<file path="src/video_source_pkg.sv">
// shared constants, types and helpers for the parallel video source
package video_source_pkg;

    // system clock rate
    localparam int CLK_MHZ = 125;

    // vertical minimums, in line periods
    localparam int VSW_MIN_LINES = 1;
    localparam int VBP_MIN_LINES = 2;
    localparam int VFP_MIN_LINES = 1;
    localparam int TVB_BASE_LINES = 6;
    localparam int TVB_SCALE_LINES = 8;

    // horizontal limits, in pixel clocks
    localparam int HSW_MIN_PCLK = 4;
    localparam int HSW_MAX_PCLK = 128;
    localparam int HBP_MIN_PCLK = 4;
    localparam int HFP_MIN_PCLK = 8;

    // eye-select setup and hold around frame sync changes
    localparam real EYE_SETUP_MS = 1.0;
    localparam real EYE_HOLD_MS = 1.0;
    localparam int EYE_SETUP_CYC = int'($ceil(EYE_SETUP_MS * 1000.0 * CLK_MHZ));
    localparam int EYE_HOLD_CYC = int'($ceil(EYE_HOLD_MS * 1000.0 * CLK_MHZ));

    // pixel bus width and default divider (125 MHz / 4 = 32 ns pixel clock)
    localparam int PIXEL_BITS = 24;
    localparam int PCLK_DIV_DEF = 4;

    // pins driven toward the display controller
    typedef struct packed {
        logic frame_sync;
        logic line_sync;
        logic pixel_valid;
        logic [PIXEL_BITS-1:0] pixel_bus;
    } video_pins_s;

    // least total vertical blanking for a given active and display line count
    function automatic int tvb_min(input int src_lines, input int disp_lines);
        int scaled;
        scaled = (TVB_SCALE_LINES * src_lines + disp_lines - 1) / disp_lines;
        if (scaled < TVB_SCALE_LINES) begin
            scaled = TVB_SCALE_LINES;
        end
        return TVB_BASE_LINES + scaled;
    endfunction : tvb_min

endpackage : video_source_pkg

</file>
<file path="src/pclk_divider.sv">
// pixel clock divider with registered fall and pre-fall ticks
`timescale 1ns/1ps
`default_nettype none

module pclk_divider #(
    parameter int DIV = 4
) (
    input wire logic clk,
    input wire logic rst_n,
    output logic pclk,
    output logic fall_tick,
    output logic pre_tick
);
    localparam int CW = $clog2(DIV);
    localparam logic [CW-1:0] LAST_C = CW'(DIV - 1);
    localparam logic [CW-1:0] HALF_C = CW'(DIV / 2);
    localparam logic [CW-1:0] PRE_C = CW'(DIV / 2 - 1);

    logic [CW-1:0] cnt_ff;
    logic pclk_ff;
    logic fall_ff;
    logic pre_ff;
    wire logic [CW-1:0] nxt_cnt;

    if (DIV < 4 || DIV % 2 != 0) begin : g_div_check
        $error("pclk_divider: DIV must be even and at least 4");
    end

    // wrap counter; high half first, low half second
    assign nxt_cnt = (cnt_ff == LAST_C) ? '0 : cnt_ff + 1'b1;

    // pclk and ticks are all registered from the same next count
    always_ff @(posedge clk) begin
        if (!rst_n) begin
            cnt_ff <= LAST_C; // first pclk pulse after reset is full width
            pclk_ff <= 1'b0;
            fall_ff <= 1'b0;
            pre_ff <= 1'b0;
        end else begin
            cnt_ff <= nxt_cnt;
            pclk_ff <= nxt_cnt < HALF_C;
            fall_ff <= nxt_cnt == HALF_C;
            pre_ff <= nxt_cnt == PRE_C;
        end
    end

    assign pclk = pclk_ff;
    assign fall_tick = fall_ff;
    assign pre_tick = pre_ff;

endmodule : pclk_divider

`default_nettype wire

</file>
<file path="src/video_source.sv">
// parallel video source: frame and line timing generator driving the display input port
`timescale 1ns/1ps
`default_nettype none

// Notes on behaviour
// - frame sync high at least one line
// - two lines from frame sync to first active
// - one line after last active before frame sync
// - total vertical blanking meets scaled minimum
// - line sync high 4 to 128 pixel clocks
// - four clocks from line sync to valid
// - eight clocks from valid fall to sync
// - sync, valid, bus stable around rising edge
// - eye select changes 1 ms before sync
// - eye select held 1 ms after sync
module video_source #(
    parameter int H_ACT = 64,
    parameter int H_SW = 4,
    parameter int H_BP = 8,
    parameter int H_FP = 8,
    parameter int V_ACT = 16,
    parameter int V_SW = 1,
    parameter int V_BP = 7,
    parameter int V_FP = 7,
    parameter int DISP_LINES = 16,
    parameter int PCLK_DIV = video_source_pkg::PCLK_DIV_DEF,
    parameter int EYE_SETUP_CYC = video_source_pkg::EYE_SETUP_CYC,
    parameter int EYE_HOLD_CYC = video_source_pkg::EYE_HOLD_CYC
) (
    input wire logic CLK,
    input wire logic RST_N,
    input wire logic RUN,
    input wire logic EYE_REQ,
    input wire logic [video_source_pkg::PIXEL_BITS-1:0] PIX_DATA,
    input wire logic PIX_VALID,
    output logic PIX_READY,
    output logic UNDERFLOW,
    output logic PCLK,
    output logic FRAME_SYNC,
    output logic LINE_SYNC,
    output logic PIXEL_VALID,
    output logic [video_source_pkg::PIXEL_BITS-1:0] PIXEL_BUS,
    output logic STEREO_EYE_SELECT
);
    localparam int H_TOT = H_BP + H_ACT + H_FP;
    localparam int V_TOT = V_BP + V_ACT + V_FP;
    localparam int HW = $clog2(H_TOT + 1);
    localparam int VW = $clog2(V_TOT + 1);
    localparam int EYE_MAX = (EYE_SETUP_CYC > EYE_HOLD_CYC) ? EYE_SETUP_CYC : EYE_HOLD_CYC;
    localparam int TW = $clog2(EYE_MAX + 1);
    localparam int TVB_MIN = video_source_pkg::tvb_min(V_ACT, DISP_LINES);
    localparam logic [HW-1:0] H_LAST = HW'(H_TOT - 1);
    localparam logic [HW-1:0] H_SW_C = HW'(H_SW);
    localparam logic [HW-1:0] H_DE_ON = HW'(H_BP);
    localparam logic [HW-1:0] H_DE_OFF = HW'(H_BP + H_ACT);
    localparam logic [VW-1:0] V_LAST = VW'(V_TOT - 1);
    localparam logic [VW-1:0] V_SW_C = VW'(V_SW);
    localparam logic [VW-1:0] V_ACT_ON = VW'(V_BP);
    localparam logic [VW-1:0] V_ACT_OFF = VW'(V_BP + V_ACT);
    localparam logic [TW-1:0] T_CAP = TW'(EYE_MAX);
    localparam logic [TW-1:0] T_SETUP = TW'(EYE_SETUP_CYC);
    localparam logic [TW-1:0] T_HOLD = TW'(EYE_HOLD_CYC);

    // geometry that would break the receiver's minimums is refused
    if (H_SW < video_source_pkg::HSW_MIN_PCLK || H_SW > video_source_pkg::HSW_MAX_PCLK)
    begin : g_hsw_check
        $error("video_source: H_SW out of range");
    end
    if (H_BP < video_source_pkg::HBP_MIN_PCLK || H_BP < H_SW || H_ACT < 1) begin : g_hbp_check
        $error("video_source: H_BP or H_ACT too small");
    end
    if (H_FP < video_source_pkg::HFP_MIN_PCLK) begin : g_hfp_check
        $error("video_source: H_FP too small");
    end
    if (V_SW < video_source_pkg::VSW_MIN_LINES || V_SW > V_BP || V_ACT < 1) begin : g_vsw_check
        $error("video_source: V_SW or V_ACT out of range");
    end
    if (V_BP < video_source_pkg::VBP_MIN_LINES || V_FP < video_source_pkg::VFP_MIN_LINES)
    begin : g_vporch_check
        $error("video_source: vertical porch too small");
    end
    if (V_BP + V_FP < TVB_MIN || DISP_LINES < 1) begin : g_tvb_check
        $error("video_source: total vertical blanking too small");
    end

    // pixel clock made from the system clock
    wire logic pclk_w;
    wire logic fall_w;
    wire logic pre_w;

    pclk_divider #(
        .DIV(PCLK_DIV)
    ) u_div (
        .clk(CLK),
        .rst_n(RST_N),
        .pclk(pclk_w),
        .fall_tick(fall_w),
        .pre_tick(pre_w)
    );

    logic [HW-1:0] h_ff;
    logic [VW-1:0] v_ff;
    video_source_pkg::video_pins_s pins_ff;
    logic pclk_ff;
    logic eye_ff;
    logic ready_ff;
    logic under_ff;
    logic [TW-1:0] since_vs_ff;
    logic [TW-1:0] since_eye_ff;

    // position decode for the pixel driven at the next fall
    wire logic h_last = h_ff == H_LAST;
    wire logic v_last = v_ff == V_LAST;
    wire logic pos_hs = h_ff < H_SW_C;
    wire logic pos_vs = v_ff < V_SW_C;
    wire logic pos_line = (v_ff >= V_ACT_ON) && (v_ff < V_ACT_OFF);
    wire logic pos_de = pos_line && (h_ff >= H_DE_ON) && (h_ff < H_DE_OFF);
    wire logic take_w = ready_ff && PIX_VALID;

    // a new frame waits in the last blank line until the eye setup is met
    wire logic frame_ok = RUN && (since_eye_ff >= T_SETUP);
    wire logic [HW-1:0] nxt_h = h_last ? '0 : h_ff + 1'b1;
    wire logic [VW-1:0] v_step = v_last ? (frame_ok ? '0 : v_ff) : v_ff + 1'b1;
    wire logic [VW-1:0] nxt_v = h_last ? v_step : v_ff;

    // eye select moves only well clear of frame sync activity
    wire logic eye_quiet = !pins_ff.frame_sync && !pos_vs && !v_last;
    wire logic eye_chg = (EYE_REQ != eye_ff) && eye_quiet && (since_vs_ff >= T_HOLD);

    // pin values for the next fall; the bus only carries a pixel during valid
    video_source_pkg::video_pins_s nxt_pins;
    assign nxt_pins.frame_sync = pos_vs;
    assign nxt_pins.line_sync = pos_hs;
    assign nxt_pins.pixel_valid = pos_de;
    assign nxt_pins.pixel_bus = take_w ? PIX_DATA : '0;
    wire logic vs_toggle = fall_w && (nxt_pins.frame_sync != pins_ff.frame_sync);

    // raster position advances once per pixel clock
    always_ff @(posedge CLK) begin
        if (!RST_N) begin
            h_ff <= '0;
            v_ff <= V_LAST;
        end else if (fall_w) begin
            h_ff <= nxt_h;
            v_ff <= nxt_v;
        end
    end

    // pins change only while pclk is low, one cycle after its fall
    always_ff @(posedge CLK) begin
        if (!RST_N) begin
            pins_ff <= '0;
        end else if (fall_w) begin
            pins_ff <= nxt_pins;
        end
    end

    // pixel handshake toward the user side, plus starved-pixel flag
    always_ff @(posedge CLK) begin
        if (!RST_N) begin
            ready_ff <= 1'b0;
            under_ff <= 1'b0;
        end else begin
            ready_ff <= pre_w && pos_de;
            under_ff <= ready_ff && !PIX_VALID;
        end
    end

    // retimed pixel clock so the pin comes straight from a flip-flop here
    always_ff @(posedge CLK) begin
        if (!RST_N) begin
            pclk_ff <= 1'b0;
        end else begin
            pclk_ff <= pclk_w;
        end
    end

    // eye select and the two timers that guard its changes
    always_ff @(posedge CLK) begin
        if (!RST_N) begin
            eye_ff <= 1'b0;
            since_eye_ff <= T_CAP;
            since_vs_ff <= T_CAP;
        end else begin
            eye_ff <= eye_chg ? EYE_REQ : eye_ff;
            since_eye_ff <= eye_chg ? '0 : ((since_eye_ff == T_CAP) ? T_CAP : since_eye_ff + 1'b1);
            since_vs_ff <= vs_toggle ? '0 : ((since_vs_ff == T_CAP) ? T_CAP : since_vs_ff + 1'b1);
        end
    end

    assign PIX_READY = ready_ff;
    assign UNDERFLOW = under_ff;
    assign PCLK = pclk_ff;
    assign FRAME_SYNC = pins_ff.frame_sync;
    assign LINE_SYNC = pins_ff.line_sync;
    assign PIXEL_VALID = pins_ff.pixel_valid;
    assign PIXEL_BUS = pins_ff.pixel_bus;
    assign STEREO_EYE_SELECT = eye_ff;

    // helper counters for the checks, stepped with the pins
    logic [15:0] hs_len_ff;
    logic [15:0] hs_age_ff;
    logic [15:0] de_gap_ff;
    logic [15:0] vs_lines_ff;
    logic [15:0] tail_ff;
    logic [15:0] front_ff;
    logic [15:0] de_lines_ff;
    logic de_seen_ff;
    wire logic hs_rise = !pins_ff.line_sync && nxt_pins.line_sync;
    wire logic vs_rise = !pins_ff.frame_sync && nxt_pins.frame_sync;
    wire logic de_rise = !pins_ff.pixel_valid && nxt_pins.pixel_valid;
    wire logic de_fall = pins_ff.pixel_valid && !nxt_pins.pixel_valid;

    // counts in pixel clocks and line periods
    always_ff @(posedge CLK) begin
        if (!RST_N) begin
            hs_len_ff <= '0;
            hs_age_ff <= '0;
            de_gap_ff <= '0;
            vs_lines_ff <= '0;
            tail_ff <= '0;
            front_ff <= '0;
            de_lines_ff <= '0;
            de_seen_ff <= 1'b0;
        end else if (fall_w) begin
            hs_len_ff <= hs_rise ? 16'h0001 : (nxt_pins.line_sync ? hs_len_ff + 1'b1 : hs_len_ff);
            hs_age_ff <= hs_rise ? 16'h0000 : hs_age_ff + 1'b1;
            de_gap_ff <= de_fall ? 16'h0000 : de_gap_ff + 1'b1;
            vs_lines_ff <= vs_rise ? 16'h0000 : (hs_rise ? vs_lines_ff + 1'b1 : vs_lines_ff);
            tail_ff <= de_fall ? 16'h0000 : (hs_rise ? tail_ff + 1'b1 : tail_ff);
            front_ff <= vs_rise ? tail_ff : front_ff;
            de_lines_ff <= vs_rise ? 16'h0000 : (de_rise ? de_lines_ff + 1'b1 : de_lines_ff);
            de_seen_ff <= de_seen_ff || de_fall;
        end
    end
endmodule : video_source

`default_nettype wire

</file>
<file path="config.mk">
export PLATFORM = sky130hd
export DESIGN_NAME = video_source
export DESIGN_NICKNAME = d
export VERILOG_FILES = /design/src/video_source_pkg.sv /design/src/pclk_divider.sv /design/src/video_source.sv
export SDC_FILE = /design/constraint.sdc
export NUM_CORES = 1
export LEC_CHECK = 0
export BUFFER_PORTS_ARGS = -buffer_cell sky130_fd_sc_hd__buf_2
export CORE_MARGIN = 10
export CORE_UTILIZATION = 40
export CTS_BUF_LIST = sky130_fd_sc_hd__clkbuf_16
export CTS_CLUSTER_DIAMETER = 200
export DETAILED_ROUTE_END_ITERATION = 10
export GPL_TIMING_DRIVEN = 0
export PLACE_DENSITY = 0.67
export SLEW_MARGIN = 20
export SYNTH_ARGS = -nofsm -noshare
export SYNTH_HDL_FRONTEND = slang
export SYNTH_SLANG_ARGS = --single-unit
</file>
<file path="constraint.sdc">
create_clock -name CLK -period 2.3 [get_ports CLK]
set_input_delay 0.46 -clock CLK [delete_from_list [all_inputs] [get_ports CLK]]
set_output_delay 0.46 -clock CLK [all_outputs]
set_load 0.01 [all_outputs]
</file>
======== Word level (Yosys, flattened, before mapping) ========
Index checks and enable logic that the tools add are counted.
cells by class
  add/subtract/negate cells ............... 5
  multiply operators ...................... 0
  divide/modulo/power cells ............... 0
  order comparisons ....................... 9
  equal/unequal tests ..................... 10
  shift-type cells ........................ 0
  multiplexer cells ....................... 9
  bitwise gates (word level) .............. 1
  reduce and logical (&&, ||, !) cells .... 19
operators with widths
  cell                                                                          number
  17-bit 2-to-1 mux                                                             4
  17-bit by 1-bit adder with 17-bit output, second input constant               2
  17-bit equality test, second input constant                                   2
  17-bit >= comparator, second input constant                                   2
  24-bit 2-to-1 mux                                                             1
  1-bit logical AND                                                             12
  5-bit 2-to-1 mux                                                              2
  7-bit by 1-bit adder with 7-bit output, second input constant                 1
  7-bit equality test, second input constant                                    1
  7-bit by 4-bit >= comparator with 1-bit output, second input constant         1
  7-bit by 3-bit less-than comparator with 1-bit output, second input constant  1
  7-bit less-than comparator, second input constant                             1
  7-bit 2-to-1 mux                                                              1
  3-bit OR reduction                                                            2
  5-bit by 1-bit adder with 5-bit output, second input constant                 1
  5-bit equality test, second input constant                                    1
  5-bit by 3-bit >= comparator with 1-bit output, second input constant         1
  5-bit by 1-bit less-than comparator with 1-bit output, second input constant  1
  5-bit less-than comparator, second input constant                             1
  2-bit equality test, second input constant                                    2
  1-bit zero test                                                               4
  3-bit AND reduction                                                           1
  2-bit by 1-bit adder with 2-bit output, second input constant                 1
  2-bit by 1-bit equality test with 1-bit output, second input constant         1
  other kinds (5)                                                               6
storage, ports and cells
  bits in registers ....................... 82
  latch bits .............................. 0
  RAM bits ................................ 0
  ROM bits ................................ 0
  input bits .............................. 29
  output and inout port bits .............. 31
  word-level logic and storage cells ...... 71
  memories kept ........................... 0

======== Logic depth before layout (Yosys ltp) ========
Gate-level depths: netlist (run 1).
  word-level depth ........................ 7
  depth in mapped cells ................... 7
  depth with buffers taken out ............ 7

======== Cells and area by module ========
A second synthesis (run 1) with hierarchy kept.
unflattened totals
  cell total of the unflattened synthesis .. 437
  area total of the unflattened synthesis .. 3804.9 sq um
by module, submodules not included
  module        times used  cells an instance  area an instance (sq um)  seq. area each (sq um)
  video_source  1           422                3627.2                    1541.5
  pclk_divider  1           15                 177.7                     100.1

======== Worst setup path after synthesis (run 1) ========
Ideal clock, no wire load.
  path kind ............................... flip-flop to flip-flop
  start point ............................. reg v_ff[0]
  end point ............................... reg eye_ff (netlist: STEREO_EYE_SELECT)
  library setup time ...................... 0.071 ns
  arrival ................................. 1.747 ns
  slack ................................... 0.482 ns
  cell stages (with the launch flop) ...... 8
  path buffers ............................ 0
  period minus slack after synthesis ...... 1.818 ns
  cell sequence ........................... dfxtp_1 > nor3_1 > nand3_1 > ha_1 > o21ai_1 > or4b_4 > or3b_1 > a21oi_1
between the ends
  longest elaborated chain between the ends .. 6
ends and longest elaborated chain
  item                                                   line                 source
  from (decl)                                            video_source.sv:102  logic [VW-1:0] v_ff;
  from (signal assigned)                                 video_source.sv:145  v_ff <= nxt_v;
  5-bit by 1-bit less-than comparator with 1-bit output  video_source.sv:115  wire logic pos_vs = v_ff < V_SW_C;
  1-bit zero test                                        video_source.sv:127  wire logic eye_quiet = !pins_ff.frame_sync && !pos_vs && !v_last;
  1-bit logical AND                                      video_source.sv:127
  1-bit logical AND (*)                                  video_source.sv:127
  1-bit logical AND (*) (2 in a row)                     video_source.sv:128  wire logic eye_chg = (EYE_REQ != eye_ff) && eye_quiet && (since_vs_ff >= T_HOLD);
  to (signal assigned)                                   video_source.sv:185  eye_ff <= eye_chg ? EYE_REQ : eye_ff;
  to (decl)                                              video_source.sv:105  logic eye_ff;
Mark *: on every way between the ends. The rest lies on a longest branch, timed or not.
A chain may end at the register's enable or synchronous reset.

======== Final worst setup path (run 1) ========
  start point ............................. reg v_ff[0]
  end point ............................... reg since_eye_ff[6]
between the ends
  longest elaborated chain between the ends .. 7
ends and longest elaborated chain
  item                                                   line                 source
  5-bit by 1-bit less-than comparator with 1-bit output  video_source.sv:115
  1-bit zero test                                        video_source.sv:127
  1-bit logical AND                                      video_source.sv:127
  1-bit logical AND (*)                                  video_source.sv:127
  1-bit logical AND (*) (2 in a row)                     video_source.sv:128
  17-bit 2-to-1 mux (*)                                  video_source.sv:186  since_eye_ff <= eye_chg ? '0 : ((since_eye_ff == T_CAP) ? T_CAP : since_eye_ff + 1'b1);
  to (signal assigned)                                   video_source.sv:186
  to (decl)                                              video_source.sv:109  logic [TW-1:0] since_eye_ff;
Marked as above.

==> impl_metrics.json, run 1 <==
{
  "end_kind": "flip-flop",
  "cts_sinks": 82,
  "syn_area_um2": 3700,
  "rrSetupSlack_ps": 150,
  "wl_um": 8790,
  "reg2reg_to": "since_eye_ff[6]",
  "seq_area_um2": 1640,
  "stdcell_area_um2": 4430,
  "slew_headroom": 0.496,
  "start_kind": "flip-flop",
  "yosysWarnings": 0,
  "rsz0062_at_grt": "yes",
  "multi_input_area_um2": 1930,
  "muxShareOfSynthArea": 0.0112,
  "overflow": 0,
  "maxCapViolCount": 0,
  "drc": 0,
  "cts_tree": "built",
  "holdCritPathClass": "input pin to flip-flop",
  "yosysUniqueCellTypes": 49,
  "synth_edf_count": 0,
  "clock_latency_ps": 330,
  "period_needed_ps": 2150,
  "nFillCells": 875,
  "antennaDiodeCount": 0,
  "syn_to_final_growth_pct": 19.8,
  "syn-num-nets": 468,
  "rows": 35,
  "synth-seq-cells": 82,
  "drive_above_1_share": 0.167,
  "finalClockSkew_ps": 4.69,
  "firstDrtPassIters": 4,
  "fin_nets": 537,
  "vias_per_cell": 5.18,
  "period_share": 0.935,
  "htreeDepth": 3,
  "synthAdderAreaFrac": 0.0372,
  "core_um2": 9110,
  "hpwl_um": 6510,
  "grt.total_usage": 0.132,
  "instances_no_fill": 613,
  "antenna_found_initial": 0,
  "setup_viol_count_final": 0,
  "hold_buffers": 0,
  "syn-instance-count": 428,
  "ff2ff_path_depth": 7,
  "worstHoldStart": "PIX_VALID",
  "clockBufferDepth": 2,
  "setup_tns_ps": 0,
  "synthArstFlopShare": 0,
  "holdPathEnd": "UNDERFLOW",
  "tightest_slew_ps": 752,
  "die_w_um": 116,
  "placed_cells": 597,
  "clock-root-buffer": "clkbuf_16",
  "seq_area_frac_synth": 0.444,
  "yosys.area_share.simple": 0.290,
  "dieArea_um2": 13500,
  "worstHoldPathCells": 2,
  "p_total_mw": 2.98,
  "worstPathRequired_ps": 2490,
  "final-hold-violation-count": 0,
  "num_vias": 3177,
  "port_buffers": 58,
  "crit_fanout": 8,
  "p_leak_nw": 1.76,
  "arrival_ps": 2350,
  "synthFlopType": "dfxtp_1",
  "wl_per_cell_um": 14.3,
  "clock.fmax_mhz": 465,
  "slew_violations": 0,
  "final_common_cell": "dfxtp_1",
  "peakVddDrop_mv": 0.484,
  "grt_max_degree": 16,
  "r2r_start": "v_ff[0]",
  "finalWeightedCongestion": 0.803,
  "synth-compound-area-share": 0.114,
  "ant_nets": 0,
  "drtIter0Drc": 164,
  "place_area_um2": 4130,
  "num_io_pins": 60,
  "whs_ps": 309,
  "synth_xor_area_frac": 0.0687,
  "clk_pin_slew_ps": 60,
  "criticalPathCategory": "flip-flop to flip-flop",
  "power_per_cell_area_nw_per_um2": 672,
  "synth_top_family_by_area": "simple AND/OR/NAND/NOR gates",
  "syn-mean-instance-area_um2": 8.64,
  "grt_pass1_wl_um": 14600,
  "status": "complete, no violations",
  "initial_core_util": 0.406,
  "cts_buffers": 9,
  "die_h_um": 116,
  "final_cell_mix": "dfxtp_1 (82), buf_2 (60), nor2_1 (52), a21oi_1 (37), nor2b_1 (26)",
  "grt_pass1_vias": 3039
}
[registers in the layout, summed over array words and instances, names as in the netlist]
signal             flops
PIX_READY              1
LINE_SYNC              1
u_div.cnt_ff           2
v_ff                   5
since_eye_ff          17
PIXEL_VALID            1
PCLK                   1
h_ff                   7
STEREO_EYE_SELECT      1
FRAME_SYNC             1
PIXEL_BUS             24
u_div.fall_tick        1
u_div.pre_tick         1
u_div.pclk             1
since_vs_ff           17
UNDERFLOW              1
[layer usage]
metal  wire, um  share of wire  track usage
met4         92          0.010       0.0400
met5          0              0            0
met2       4420           0.50        0.224
met1       4070           0.46        0.162
met3        204          0.023       0.0318
[cells in the mapped netlist (8+ instances only)]
cell type  instances  share of area
nor3_1            15          0.020
o211ai_1           8          0.016
o21ai_0            8          0.011
xnor2_1           12          0.028
inv_1             13          0.013
nand4_1           19          0.032
dfxtp_1           82           0.44
clkbuf_1          15          0.015
ha_1              11          0.037
nand2_1           17          0.017
a21oi_1           37          0.050
nand3_1           24          0.032
nor2b_1           26          0.044
xor2_1            17          0.040
nor2_1            52          0.053
[worst max-delay path by stage]
stage / from / to / slack, ps / depth (start not counted)
after floorplan: v_ff[0] / STEREO_EYE_SELECT / 480 / 7
after global routing: v_ff[0] / since_eye_ff[13] / -40 / 7
after global placement: v_ff[0] / since_eye_ff[14] / 200 / 7
final: v_ff[0] / since_eye_ff[6] / 150 / 7
after detailed placement: v_ff[0] / since_eye_ff[10] / 130 / 7
after CTS: v_ff[0] / since_eye_ff[4] / 130 / 7
[power by group]
group	internal [mW]	switching [mW]
sequential	1.43	0.00763
combinational	0.0369	0.0525
clock	0.848	0.599
total	2.32	0.659
[layout make-up]
class	instances	area share
Multi-Input combinational cell	313	0.436
Sequential cell	82	0.371
Timing Repair Buffer	58	0.0655
Clock buffer	9	0.0508
Tap cell	111	0.0314
Clock inverter	7	0.0175
Buffer	20	0.0175
Inverter	13	0.0110
[metrics by stage]
step	util	setup slack [ps]
finish	0.486	149
global route	0.486	-43.4
CTS	0.486	133
detailed placement	0.453	134
global placement	0.453	197
floorplan	-	482
[cells by family after synthesis]
kind of cell / after synthesis
xor gates and xnor gates: 29
AOI/OAI and AO/OA: 71
DFF: 82
buffers and inverters: 33
muxes: 4
and+or+nand+nor: 198
adders and majority gates: 11
[timing repair]
| action | 4_1_cts | 5_1_grt |
|---|---|---|
| setup endpoints to repair | 0 | 17 |
| buffers inserted | 0 | 0 |
| gates resized for setup | 0 | 0 |
[worst max-delay path, stage by stage (launching register included)]
cell	delay (ps)
dfxtp_1	460
nor3_1	90
nand3_1	160
ha_1	180
o21ai_1	80
or4b_4	560
nor3_2	410
a21oi_1	80
Note: power is estimated with default switching activity, not from simulation.
==> run 2, diff against run 1 <==
Settings changed: PLACE_DENSITY 0.67 to 0.61.
==> run 2 against run 1 <==
  * Via count rose by 1.4%
  * Combinational power rose by 2%
  * Register-to-register slack improved by 60 ps
  * Flip-flop and latch count did not move
  * Non-clock buffer count did not move
  * Largest power group unchanged
  * Highest routed layer unchanged
==> impl_metrics.json, run 2 (same netlist as run 1, synthesis figures left out) <==
{
  "status": "complete, no violations",
  "htreeDepth": 3,
  "p_leak_nw": 1.78,
  "worstHoldPathCells": 2,
  "wl_per_cell_um": 14.3,
  "final_common_cell": "dfxtp_1",
  "grt_max_degree": 17,
  "start_kind": "flip-flop",
  "slew_headroom": 0.627,
  "drtIter0Drc": 188,
  "clockBufferDepth": 2,
  "finalClockSkew_ps": 7.73,
  "core_um2": 9110,
  "clock_latency_ps": 330,
  "antenna_found_initial": 0,
  "grt.total_usage": 0.130,
  "pwr-share-clk": 0.490,
  "die_h_um": 116,
  "criticalPathCategory": "flip-flop to flip-flop",
  "p_seq_frac": 0.480,
  "internal_power_mw": 2.33,
  "place_ws_ps": 171,
  "num_vias": 3221,
  "grt_pass1_vias": 2955,
  "drc": 0,
  "fin_nets": 537,
  "hpwl_um": 6400,
  "clk_pin_slew_ps": 60,
  "peakVddDrop_mv": 0.473,
  "cts_buffers": 9,
  "fin_ws_ps": 213,
  "tightest_slew_ps": 559,
  "vias_per_cell": 5.25,
  "cts_setup_buffers": 0,
  "ant_nets": 0,
  "pwr-share-comb": 0.030,
  "slew_violations": 0,
  "setup_viol_count_final": 0,
  "clock-root-buffer": "clkbuf_16",
  "drive_above_1_share": 0.167,
  "final-hold-violation-count": 0,
  "final_cell_mix": "dfxtp_1 (82), buf_2 (60), nor2_1 (52), a21oi_1 (37), nor2b_1 (26)",
  "reg2reg_to": "since_eye_ff[6]",
  "period_needed_ps": 2090,
  "num_io_pins": 60,
  "holdPathEnd": "UNDERFLOW",
  "rows": 35,
  "worstHoldStart": "PIX_VALID",
  "grt_pass1_wl_um": 14300,
  "worstPathRequired_ps": 2500,
  "port_buffers": 58,
  "finalWeightedCongestion": 0.795,
  "stdcell_area_um2": 4450,
  "setup_tns_ps": 0,
  "crit_fanout": 8,
  "place_area_um2": 4130,
  "instances_no_fill": 613,
  "critPathLaunch": "v_ff[0]",
  "initial_core_util": 0.406,
  "placed_cells": 597,
  "overflow": 0,
  "power_switching_uw": 675,
  "maxCapViolCount": 0,
  "end_kind": "flip-flop",
  "r2r_start": "v_ff[0]",
  "rsz0062_at_grt": "no",
  "antennaDiodeCount": 0,
  "die_w_um": 116,
  "period_share": 0.908,
  "syn_to_final_growth_pct": 20.3,
  "nFillCells": 911,
  "holdCritPathClass": "input pin to flip-flop",
  "firstDrtPassIters": 4,
  "rrSetupSlack_ps": 210,
  "largest_reg_flops": 24,
  "dieArea_um2": 13500,
  "cts_sinks": 82,
  "power_per_cell_area_nw_per_um2": 676,
  "ff2ff_path_depth": 7,
  "clock.fmax_mhz": 479,
  "switching_share": 0.225,
  "cts_tree": "built",
  "wl_um": 8750,
  "arrival_ps": 2280
}
-- run 2: cell types whose count changed in the layout (fill, tap and decap cells not counted), sizes merged --
cell,before,now
inv,15,17
clkinvlp,4,1
clkinv,0,1
-- run 2: what timing repair did --
action | CTS | global route
gates resized for setup | 0 | 2
hold buffers | 0 | 0
endpoints found under the setup margin | 0 | 7
-- run 2: routing by layer --
metal  GRT usage  wire length (um)  vias up
li1            -                 -     1638
met1       0.164              3980     1539
met2       0.213              4390       37
met3      0.0370               309        7
met4      0.0367                69        0
met5           0                 0        -
-- run 2: critical path, cell delays in order (launching register included) --
cell and delay, ps:
dfxtp_1 470, nor3_1 80, nand3_1 120, ha_1 170, o21ai_1 90, or4b_4 570, nor3_2 380, a21oi_1 80
-- run 2: worst max path at each step --
stage	endpoint	depth (start not counted)
floorplan	STEREO_EYE_SELECT	7
finish	since_eye_ff[6]	7
CTS	since_eye_ff[2]	7
detailed placement	since_eye_ff[2]	7
global placement	since_eye_ff[2]	7
global route	since_eye_ff[14]	7
-- run 2: layout make-up --
class	count	area, um^2	area share
plain buffers	20	77.6	0.0174
clock buffers	9	225	0.0506
clock inverters	7	81.3	0.0183
inverters	13	48.8	0.0110
multi-input cells	313	1940	0.437
flip-flops and latches	82	1640	0.369
well taps	111	139	0.0312
repair buffers	58	290	0.0653
-- run 2: stage by stage --
| step | total power, mW | util | hold WS [ps] |
|---|---|---|---|
| 6_report | 3.00 | 0.488 | 291 |
| 5_1_grt | 3.12 | 0.488 | 289 |
| 4_1_cts | 3.05 | 0.487 | 282 |
| 3_5_place_dp | 1.57 | 0.453 | 432 |
| 3_3_place_gp | 1.56 | 0.453 | 425 |
| 2_1_floorplan | 1.52 | - | 408 |
-- run 2: power groups by stage --
stage          clock [mW]  sequential (mW)  combinational, mW
6_report             1.47             1.44             0.0909
5_1_grt              1.57             1.44              0.104
4_1_cts              1.51             1.44             0.0925
3_5_place_dp            0             1.47             0.0919
3_3_place_gp            0             1.47             0.0898
2_1_floorplan           0             1.47             0.0463
